`src/hw/umc_params.svh`:
```
// register offsets, field positions, reset values and timing counts of the usb module control
`ifndef UMC_PARAMS_SVH
`define UMC_PARAMS_SVH

// word indexes on the avalon slave (byte address is four times these)
`define UMC_REG_CONTROL     3'h0
`define UMC_REG_CONFIG      3'h1
`define UMC_REG_IRQ_STATUS  3'h2
`define UMC_REG_IRQ_MASK    3'h3
`define UMC_REG_PP_POINTERS 3'h4
`define UMC_REG_XFER_STATUS 3'h5

// usb_control field positions
`define UMC_CTL_PP_RESET    6
`define UMC_CTL_SE0         5
`define UMC_CTL_PKT_DIS     4
`define UMC_CTL_ENABLE      3
`define UMC_CTL_RESUME      2
`define UMC_CTL_SUSPEND     1

// usb_configuration field positions
`define UMC_CFG_PP_LO       0
`define UMC_CFG_PP_HI       1
`define UMC_CFG_FULL_SPEED  2
`define UMC_CFG_PULLUP      4
`define UMC_CFG_REGULATOR   5

// interrupt status and mask bit positions
`define UMC_IRQ_SETUP       0
`define UMC_IRQ_IDLE        1
`define UMC_IRQ_ACTIVITY    2
`define UMC_IRQ_RESUME_DONE 3
`define UMC_IRQ_SE0_START   4
`define UMC_IRQ_WIDTH       5

// values
`define UMC_PP_MODE_OFF     2'h0
`define UMC_RESET_BYTE      8'h00
`define UMC_EP_COUNT        16

// resume timing: 10 ms at 125 MHz
`define UMC_RESUME_MS       10
`define UMC_CLK_KHZ         125000
`define UMC_RESUME_CYCLES   (`UMC_RESUME_MS * `UMC_CLK_KHZ)
`define UMC_RESUME_CW       21

`endif

```
`src/hw/umc_pkg.sv`:
```
// types shared by the usb module control design files
package umc_pkg;
  // avalon slave answer sequence
  typedef enum logic {
    UMC_BUS_WAIT,
    UMC_BUS_ANSWER
  } umc_bus_e;
  // one register byte lane
  typedef logic [7:0] umc_byte_t;
endpackage

```
`src/hw/umc_pin_if.sv`:
```
// raw and filtered bus line levels between the top and its input filter
`timescale 1ns/1ns
interface umc_pin_if;
  logic [1:0] raw;   // {dp, dm} straight from the pins
  logic [1:0] level; // {dp, dm} after three flops and agreement
  modport filter (input raw, output level);
  modport user   (output raw, input level);
endinterface

```
`src/hw/umc_pin_filter.sv`:
```
// three-flop synchroniser with agreement filter for the bus data lines
`timescale 1ns/1ns
module umc_pin_filter
  import umc_pkg::*;
(
  input  wire logic clk,
  input  wire logic arst_n,
  input  wire logic clk_en,
  umc_pin_if.filter pins
);

  genvar i;
  generate
    for (i = 0; i < 2; i++) begin : g_line
      logic s1; // first stage, read only by s2
      logic s2; // second stage
      logic s3; // third stage
      logic lv; // accepted level

      // shift chain; a change counts once stage two and three agree
      always_ff @(posedge clk or negedge arst_n) begin
        if (!arst_n) begin
          s1 <= 1'b0;
          s2 <= 1'b0;
          s3 <= 1'b0;
          lv <= 1'b0;
        end else if (clk_en) begin
          s1 <= pins.raw[i];
          s2 <= s1;
          s3 <= s2;
          if (s2 == s3) begin
            lv <= s3;
          end
        end
      end

      assign pins.level[i] = lv;
    end
  endgenerate

endmodule

```
`src/hw/umc_top.sv`:
```
// usb module control: control register, attach, ping-pong reset, suspend, resume and interrupts
//
// Our own choices: the Avalon-MM slave port and the placing of the registers.
`timescale 1ns/1ns
`include "umc_params.svh"
// Overview of operation
// - control bit 5 shows live single-ended zero
// - setting enable activates module, clears pointer bits
// - enable switches regulator and pull-ups: soft attach
// - disabled module ignores every other control bit except a packet disable clear
// - pointer reset bit holds pointers even, sticky
// - pointer reset ignored without ping-pong buffering
// - setup token sets packet disable, halts processing
// - software may only clear packet disable
// - pending transfer events stay readable while halted
// - resume bit drives resume signalling; 10 ms
// - suspend: low power, sie clock stopped
// - suspended device stays attached, outputs idle
// - ping-pong mode 00 disables ping-pong buffering; here mode 00 only blocks the pointer reset, toggles still flip the pointers
module umc_top
  import umc_pkg::*;
#(
  parameter int unsigned RESUME_CYCLES = `UMC_RESUME_CYCLES // resume hold time in cycles
) (
  input  wire logic        clk,
  input  wire logic        arst_n,
  input  wire logic        clk_en,
  input  wire logic [2:0]  avs_address,
  input  wire logic        avs_read,
  input  wire logic        avs_write,
  input  wire logic [31:0] avs_writedata,
  input  wire logic [3:0]  avs_byteenable,
  output logic      [31:0] avs_readdata,
  output logic             avs_waitrequest,
  input  wire logic        dp_in,
  input  wire logic        dm_in,
  output logic             dp_out,
  output logic             dm_out,
  output logic             tx_oe_n,
  input  wire logic        setup_token,
  input  wire logic        bus_idle_event,
  input  wire logic        bus_activity_event,
  input  wire logic [15:0] pingpong_pointer_bit_toggle,
  input  wire logic        status_fifo_pending,
  output logic             module_enable,
  output logic             packet_processing_disable,
  output logic [15:0]      pingpong_pointer_bit,
  output logic             regulator_on,
  output logic             regulator_low_power,
  output logic             pullup_connect,
  output logic             sie_clock_enable,
  output logic             irq
);

  // true when the word address selects the given register
  function automatic logic hit(input logic [2:0] addr, input logic [2:0] idx);
    hit = (addr == idx);
  endfunction

  umc_bus_e                    bus_state;           // slave answer sequence
  logic                        pingpong_pointer_reset; // sticky pointer reset request
  logic                        resume_request;      // resume signalling request
  logic                        suspend_request;     // suspend request
  logic [1:0]                  pingpong_mode_field; // ping-pong configuration
  logic                        full_speed;          // speed select, sets j/k polarity
  logic                        pullup_enable;       // internal pull-up option
  logic                        regulator_config_enable; // regulator option
  logic [`UMC_IRQ_WIDTH-1:0]   irq_status;          // sticky events
  logic [`UMC_IRQ_WIDTH-1:0]   irq_mask;            // event gate
  logic [`UMC_IRQ_WIDTH-1:0]   irq_event;           // this cycle's events
  logic [`UMC_RESUME_CW-1:0]   resume_count;        // cycles of resume held
  logic                        resume_elapsed;      // resume held long enough
  logic                        se0_live;            // both lines low, filtered
  logic                        se0_prev;            // se0 one cycle back
  logic                        wr_acc;              // write takes effect now
  logic                        wr_lane0;            // write with low byte enabled
  logic                        en_set;              // enable rising by this write
  logic                        driving;             // resume being driven
  logic [`UMC_RESUME_CW-1:0]   resume_limit;        // cycle budget, narrowed
  logic [31:0]                 read_mux;            // selected read word
  umc_byte_t                   wbyte;               // low write byte
  umc_pin_if                   pins ();             // line levels to and from the filter

  assign resume_limit = RESUME_CYCLES[`UMC_RESUME_CW-1:0];
  assign wbyte        = avs_writedata[7:0];
  assign pins.raw     = {dp_in, dm_in};

  // lines come from outside the clock domain, so they pass the filter first
  umc_pin_filter u_filter (
    .clk    (clk),
    .arst_n (arst_n),
    .clk_en (clk_en),
    .pins   (pins)
  );

  // ---------------- avalon slave ----------------
  // a request is answered one cycle later; waitrequest drops for exactly that cycle
  always_ff @(posedge clk or negedge arst_n) begin
    if (!arst_n) begin
      bus_state       <= UMC_BUS_WAIT;
      avs_waitrequest <= 1'b1;
    end else if (clk_en) begin
      case (bus_state)
        UMC_BUS_WAIT: begin
          if (avs_read || avs_write) begin
            bus_state       <= UMC_BUS_ANSWER;
            avs_waitrequest <= 1'b0;
          end
        end
        UMC_BUS_ANSWER: begin
          bus_state       <= UMC_BUS_WAIT; // master releases after this edge
          avs_waitrequest <= 1'b1;
        end
        default: begin
          bus_state       <= UMC_BUS_WAIT;
          avs_waitrequest <= 1'b1;
        end
      endcase
    end
  end

  // writes land at the edge where the master sees waitrequest low
  assign wr_acc   = (bus_state == UMC_BUS_ANSWER) && avs_write;
  assign wr_lane0 = wr_acc && avs_byteenable[0];
  assign en_set   = wr_lane0 && hit(avs_address, `UMC_REG_CONTROL)
                    && wbyte[`UMC_CTL_ENABLE] && !module_enable;

  // read word; unmapped addresses and unimplemented bits read zero
  always_comb begin
    read_mux = 32'h0000_0000;
    case (avs_address)
      `UMC_REG_CONTROL: begin
        read_mux[`UMC_CTL_PP_RESET] = pingpong_pointer_reset;
        read_mux[`UMC_CTL_SE0]      = se0_live;
        read_mux[`UMC_CTL_PKT_DIS]  = packet_processing_disable;
        read_mux[`UMC_CTL_ENABLE]   = module_enable;
        read_mux[`UMC_CTL_RESUME]   = resume_request;
        read_mux[`UMC_CTL_SUSPEND]  = suspend_request;            // bits 7 and 0 stay 0
      end
      `UMC_REG_CONFIG: begin
        read_mux[`UMC_CFG_PP_HI:`UMC_CFG_PP_LO] = pingpong_mode_field;
        read_mux[`UMC_CFG_FULL_SPEED]           = full_speed;
        read_mux[`UMC_CFG_PULLUP]               = pullup_enable;
        read_mux[`UMC_CFG_REGULATOR]            = regulator_config_enable;
      end
      `UMC_REG_IRQ_STATUS:  read_mux[`UMC_IRQ_WIDTH-1:0] = irq_status;
      `UMC_REG_IRQ_MASK:    read_mux[`UMC_IRQ_WIDTH-1:0] = irq_mask;
      `UMC_REG_PP_POINTERS: read_mux[15:0] = pingpong_pointer_bit;
      `UMC_REG_XFER_STATUS: begin
        read_mux[0] = status_fifo_pending; // never flushed by the halt
        read_mux[1] = resume_elapsed;
      end
      default: read_mux = 32'h0000_0000;
    endcase
  end

  // read data captured when the answer starts and held until the next read
  always_ff @(posedge clk or negedge arst_n) begin
    if (!arst_n) begin
      avs_readdata <= 32'h0000_0000;
    end else if (clk_en) begin
      if (bus_state == UMC_BUS_WAIT && avs_read) begin
        avs_readdata <= read_mux;
      end
    end
  end

  // ---------------- control register ----------------
  // plain read/write bits; se0 and the unimplemented bits have no storage
  always_ff @(posedge clk or negedge arst_n) begin
    if (!arst_n) begin
      pingpong_pointer_reset <= 1'b0;
      module_enable          <= 1'b0;
      resume_request         <= 1'b0;
      suspend_request        <= 1'b0;
    end else if (clk_en) begin
      if (wr_lane0 && hit(avs_address, `UMC_REG_CONTROL)) begin
        pingpong_pointer_reset <= wbyte[`UMC_CTL_PP_RESET]; // stays until firmware clears
        module_enable          <= wbyte[`UMC_CTL_ENABLE];   // soft attach / detach
        resume_request         <= wbyte[`UMC_CTL_RESUME];
        suspend_request        <= wbyte[`UMC_CTL_SUSPEND];  // firmware times it
      end
    end
  end

  // packet halt: hardware sets on setup, software can only clear; set wins
  always_ff @(posedge clk or negedge arst_n) begin
    if (!arst_n) begin
      packet_processing_disable <= 1'b0;
    end else if (clk_en) begin
      if (module_enable && setup_token) begin
        packet_processing_disable <= 1'b1;
      end else if (wr_lane0 && hit(avs_address, `UMC_REG_CONTROL)
                   && !wbyte[`UMC_CTL_PKT_DIS]) begin
        packet_processing_disable <= 1'b0;
      end
    end
  end

  // configuration bits; meant to be set before enabling, not while running
  always_ff @(posedge clk or negedge arst_n) begin
    if (!arst_n) begin
      pingpong_mode_field     <= `UMC_PP_MODE_OFF;
      full_speed              <= 1'b0;
      pullup_enable           <= 1'b0;
      regulator_config_enable <= 1'b0;
    end else if (clk_en) begin
      if (wr_lane0 && hit(avs_address, `UMC_REG_CONFIG)) begin
        pingpong_mode_field     <= wbyte[`UMC_CFG_PP_HI:`UMC_CFG_PP_LO];
        full_speed              <= wbyte[`UMC_CFG_FULL_SPEED];
        pullup_enable           <= wbyte[`UMC_CFG_PULLUP];
        regulator_config_enable <= wbyte[`UMC_CFG_REGULATOR];
      end
    end
  end

  // ---------------- ping-pong pointers ----------------
  // enable rising clears all; reset bit holds them even only in ping-pong modes
  always_ff @(posedge clk or negedge arst_n) begin
    if (!arst_n) begin
      pingpong_pointer_bit <= 16'h0000;
    end else if (clk_en) begin
      if (en_set) begin
        pingpong_pointer_bit <= 16'h0000;
      end else if (module_enable && pingpong_pointer_reset
                   && pingpong_mode_field != `UMC_PP_MODE_OFF) begin
        pingpong_pointer_bit <= 16'h0000;
      end else if (module_enable && !packet_processing_disable) begin
        pingpong_pointer_bit <= pingpong_pointer_bit ^ pingpong_pointer_bit_toggle;
      end
    end
  end

  // ---------------- resume timing ----------------
  // counts how long resume is held so firmware can see the 10 ms mark
  always_ff @(posedge clk or negedge arst_n) begin
    if (!arst_n) begin
      resume_count <= '0;
    end else if (clk_en) begin
      if (!(module_enable && resume_request)) begin
        resume_count <= '0;
      end else if (resume_count != resume_limit) begin
        resume_count <= resume_count + 1'b1; // saturates, no wrap
      end
    end
  end

  assign resume_elapsed = (resume_count == resume_limit);

  // ---------------- line status ----------------
  // se0 reflected whether or not the module is enabled
  always_ff @(posedge clk or negedge arst_n) begin
    if (!arst_n) begin
      se0_live <= 1'b0;
      se0_prev <= 1'b0;
    end else if (clk_en) begin
      se0_live <= (pins.level == 2'b00);
      se0_prev <= se0_live;
    end
  end

  // ---------------- interrupts ----------------
  // events are only recognised while enabled
  always_comb begin
    irq_event = '0;
    if (module_enable) begin
      irq_event[`UMC_IRQ_SETUP]       = setup_token;
      irq_event[`UMC_IRQ_IDLE]        = bus_idle_event;
      irq_event[`UMC_IRQ_ACTIVITY]    = bus_activity_event;
      irq_event[`UMC_IRQ_RESUME_DONE] = resume_request && (resume_count == resume_limit - 1'b1);
      irq_event[`UMC_IRQ_SE0_START]   = se0_live && !se0_prev;
    end
  end

  // write one to clear; an event in the clearing cycle survives
  always_ff @(posedge clk or negedge arst_n) begin
    if (!arst_n) begin
      irq_status <= '0;
      irq_mask   <= '0;
    end else if (clk_en) begin
      if (wr_lane0 && hit(avs_address, `UMC_REG_IRQ_STATUS)) begin
        irq_status <= (irq_status & ~wbyte[`UMC_IRQ_WIDTH-1:0]) | irq_event;
      end else begin
        irq_status <= irq_status | irq_event;
      end
      if (wr_lane0 && hit(avs_address, `UMC_REG_IRQ_MASK)) begin
        irq_mask <= wbyte[`UMC_IRQ_WIDTH-1:0];
      end
    end
  end

  // ---------------- module outputs ----------------
  // resume drives k; suspend forces idle j with driver off
  assign driving = module_enable && resume_request && !suspend_request;

  // all derived outputs registered, one cycle behind their causes
  always_ff @(posedge clk or negedge arst_n) begin
    if (!arst_n) begin
      regulator_on        <= 1'b0;
      regulator_low_power <= 1'b0;
      pullup_connect      <= 1'b0;
      sie_clock_enable    <= 1'b0;
      tx_oe_n             <= 1'b1;
      dp_out              <= 1'b0;
      dm_out              <= 1'b0;
      irq                 <= 1'b0;
    end else if (clk_en) begin
      regulator_on        <= module_enable && regulator_config_enable;
      regulator_low_power <= module_enable && regulator_config_enable
                             && suspend_request;
      pullup_connect      <= module_enable && pullup_enable;
      sie_clock_enable    <= module_enable && !suspend_request;
      tx_oe_n             <= !driving;
      dp_out              <= full_speed ^ driving;  // j: dp high at full speed
      dm_out              <= !full_speed ^ driving;
      irq                 <= |(irq_status & irq_mask);
    end
  end
endmodule

```
`config.mk`:
```
export PLATFORM = sky130hd
export DESIGN_NAME = umc_top
export DESIGN_NICKNAME = d
export VERILOG_FILES = /design/src/hw/umc_pkg.sv /design/src/hw/umc_pin_if.sv /design/src/hw/umc_pin_filter.sv /design/src/hw/umc_top.sv
export VERILOG_INCLUDE_DIRS = /design/src /design/src/hw
export SDC_FILE = /design/constraint.sdc
export NUM_CORES = 1
export LEC_CHECK = 0
export BUFFER_PORTS_ARGS = -buffer_cell sky130_fd_sc_hd__buf_4
export CAP_MARGIN = 40
export CORE_MARGIN = 4
export CORE_UTILIZATION = 55
export DETAILED_ROUTE_END_ITERATION = 12
export PLACE_DENSITY = 0.92
export SETUP_SLACK_MARGIN = 0.05
export SLEW_MARGIN = 15
export SYNTH_ARGS = -nofsm -noshare
export SYNTH_HDL_FRONTEND = slang
export SYNTH_SLANG_ARGS = --single-unit
```
`constraint.sdc`:
```
create_clock -name clk -period 3.7 [get_ports clk]
set_input_delay 0.74 -clock clk [delete_from_list [all_inputs] [get_ports clk]]
set_output_delay 0.74 -clock clk [all_outputs]
set_load 0.03 [all_outputs]
```
==> impl_metrics.json <==
{
  "async_flop_share_pct": 100,
  "setup_viol": 0,
  "yosysWarnings": 0,
  "r2r_cells": 5,
  "wl_met3_microns": 650,
  "dieArea_sq_um": 9590,
  "worstReg2RegEnd": "resume_count[16]",
  "cellLeakagePower_nw": 2.51,
  "fin_setup_tns_ns": 0,
  "outcome": "completed",
  "fin_crit_sh_pct": 66.3,
  "p_per_area_nw_per_um2": 538,
  "hp-class": "in2async",
  "clock_skew_ns": 0.0126,
  "cp_max_fo": 42,
  "cp.required_ns": 3.95,
  "post_cts_buffers": 0,
  "max_freq_ghz": 0.408,
  "path_cells": "buf_4 -> nand4_1 -> nor4b_1 -> nand2_1 -> a32o_1",
  "fp.coreArea_sq_um": 7810,
  "placed_cell_area_sq_um": 5080,
  "place_congestion": 0.908,
  "start_kind": "input pin",
  "crit_family": "simple AND/OR/NAND/NOR gates",
  "grt_max_degree": 49,
  "slowest_stage": "nor4b_1",
  "wl_per_cell_microns": 16.9,
  "drv_slew": 0,
  "crit_path_end_kind": "register",
  "remaining_drc_errors": 0,
  "maxCapViolations": 0,
  "worst_slew_pin_slew_ns": 0.992,
  "diodes": 0,
  "row_count": 32,
  "cts_hold_buf": 0,
  "wl_met1_microns": 4230,
  "portBuffers": 80,
  "r2r-start": "resume_count[14]",
  "start_util_pct": 56.9,
  "ys_seq_elements": 93,
  "worst-path-stages": 5,
  "ios": 125,
  "grt_pass1_vias": 3544,
  "ctsResizeCount": 0,
  "holdWs_ns": 0.383,
  "dp.cells": 590,
  "synth_edf_count": 0,
  "path_buf_inv": 1,
  "fin_crit_ns": 2.45,
  "crit_path_end": "irq_status[4]",
  "grt_antenna_before_repair": 0,
  "drive_gt1_share_pct": 27.0,
  "syn_to_final_growth_pct": 18.4,
  "ir_worst_vdd_uv": 307,
  "wl_met2_microns": 5010,
  "vias": 3502,
  "arrival_ns": 2.71,
  "grt_usage_pct": 21.7,
  "dp_hpwl_microns": 7380,
  "syn_inst": 421,
  "yosysUniqueCellTypes": 53,
  "drtPass1Iterations": 5,
  "crit_start": "clk_en",
  "timing.slew.headroom_pct": 33.0,
  "numCtsBuffers": 9,
  "hold_viol": 0,
  "cts-root-buf": "clkbuf_8",
  "antenna_left": 0,
  "ys_seq_area_share_pct": 52.4,
  "yosys_most_used_dff": "dfrtp_1",
  "drtIter0Drc": 229,
  "syn_avg_cell_area_sq_um": 10.6,
  "wirelength_microns": 10300,
  "netlist_area_sq_um": 4450,
  "vias_per_cell": 5.78,
  "cts_sinks": 93,
  "grt_first_pass_wirelength_microns": 16900,
  "cts_tree": "built",
  "path_class": "in2reg",
  "clk_path_buf_depth": 2,
  "grt_setup_unrepaired": "false",
  "h-tree-depth": 3,
  "final_nets": 568,
  "finalPower_w": 0.00283,
  "clkTransAtPathRegs_ns": 0.09,
  "slowest_delay_ns": 0.88,
  "die_w_microns": 97.9,
  "stdcell_area_sq_um": 5260,
  "reg2reg_slack_ns": 1.60,
  "fin_cells": 606,
  "die_h_microns": 97.9,
  "grt_overflow": 0,
  "clkLatencyLatePin_ns": 0.37,
  "dr.max_layer_used": "met4"
}
## layer usage
metal	vias to the layer above	GRT usage (%)
met2	132	35.3
met5	-	0
met3	36	3.93
li1	1606	-
met4	0	10.1
met1	1728	28.3
## cell type report
type	count	area, sq um
clock buffers	10	138
clock inverters	6	46.3
fillers	573	2540
inverters	14	52.6
multi-input cells	296	1930
flip-flops and latches	93	2330
well taps	102	128
repair buffers	85	638
## through the flow
| step | setup WS (ns) | utilization, % |
|---|---|---|
| final | 1.25 | 67.4 |
| after global placement | 1.13 | 65.0 |
| after global routing | 1.20 | 67.4 |
| after CTS | 1.35 | 67.4 |
| after floorplan | 1.55 | - |
| after detailed placement | 0.971 | 65.1 |
## worst min-delay path by stage
stage	from	endpoint	slack [ns]	cells past startpoint
6_report	arst_n	resume_count[6]	0.38	1
3_5_place_dp	avs_readdata[2]	avs_readdata[2]	0.47	2
2_1_floorplan	arst_n	avs_readdata[0]	0.44	0
3_3_place_gp	avs_readdata[4]	avs_readdata[4]	0.46	2
4_1_cts	arst_n	pingpong_pointer_bit[9]	0.40	1
5_1_grt	arst_n	pingpong_pointer_bit[9]	0.43	1
## cells in the mapped netlist, types with 2 or more instances
master | count | area, sq um
dfstp_2 | 2 | 52.6
or4b_1 | 2 | 20.0
xor2_1 | 23 | 201
a21oi_1 | 10 | 50.1
o21a_1 | 2 | 15.0
o31ai_1 | 2 | 15.0
o21ai_0 | 23 | 115
nor2_1 | 46 | 173
nand2_1 | 46 | 173
a31oi_1 | 5 | 31.3
mux2_2 | 21 | 236
and2_1 | 2 | 12.5
xnor2_1 | 3 | 26.3
nand3b_1 | 2 | 15.0
and4_4 | 2 | 22.5
inv_1 | 14 | 52.6
mux4_2 | 2 | 45.0
nor2b_1 | 3 | 18.8
a22o_1 | 21 | 184
o211ai_1 | 2 | 15.0
nor3_2 | 2 | 20.0
clkbuf_1 | 13 | 48.8
ha_1 | 3 | 37.5
nand3_1 | 11 | 55.1
mux2i_1 | 6 | 60.1
buf_4 | 16 | 120
nand4_1 | 8 | 50.1
buf_2 | 3 | 15.0
and3_1 | 5 | 31.3
a22oi_1 | 4 | 30.0
dfrtp_1 | 91 | 2280
nor3_1 | 5 | 25.0
## power breakdown
group	switching [W]	internal (W)
registers	0.000180	0.00120
clock network	0.000357	0.000267
logic	0.000496	0.000330
## flip-flops by register name (all words and copies together), names as in the netlist, 2 cells and up
name	flops
avs_readdata	16
irq_mask	5
irq_status	5
pingpong_mode_field	2
pingpong_pointer_bit	16
resume_count	21
u_filter.g_line.lv	2
u_filter.g_line.s1	2
u_filter.g_line.s2	2
u_filter.g_line.s3	2
## kinds of logic (layout without fill, tap and decap cells)
| family | count (synthesis) | in the layout | share of synthesized area [%] |
|---|---|---|---|
| AO/OA/AOI/OAI | 79 | 79 | 12.3 |
| XOR/XNOR | 26 | 26 | 5.12 |
| adder cells (fa/ha/maj) | 3 | 3 | 0.844 |
| buffers and inverters | 47 | 115 | 5.40 |
| flip-flops | 93 | 93 | 52.4 |
| multiplexers | 29 | 29 | 7.68 |
| other | 1 | 16 | 0.0844 |
| AND/OR/NAND/NOR | 143 | 143 | 16.2 |
## worst reg2reg max path: stages (launching register included)
cell and delay (ns):
dfrtp_1 0.43, or4b_1 0.60, nor4_4 0.43, nand4_4 0.18
and4_4 0.24, nor3_2 0.16
## cells in the final DEF (no fill, tap or decap), drive strengths merged, types with 2 or more instances in the layout
cell type and count:
dfrtp 91, buf 85, nand2 46, nor2 46
o21ai 24, xor2 23, a22o 21, mux2 21
conb 16, inv 16, nand3 11, a21oi 10
clkbuf 10, nand4 9, nor3 7, mux2i 6
and3 5, a31oi 5, a22oi 4, nor2b 3
xnor2 3, ha 3, or4b 3, nor4 3
and2 2, o211ai 2, nand3b 2, o31ai 2
o21a 2, mux4 2, and4 2, dfstp 2
clkinvlp 2, a211oi 2, clkinv 2
Power figures use the tool's default switching activity.
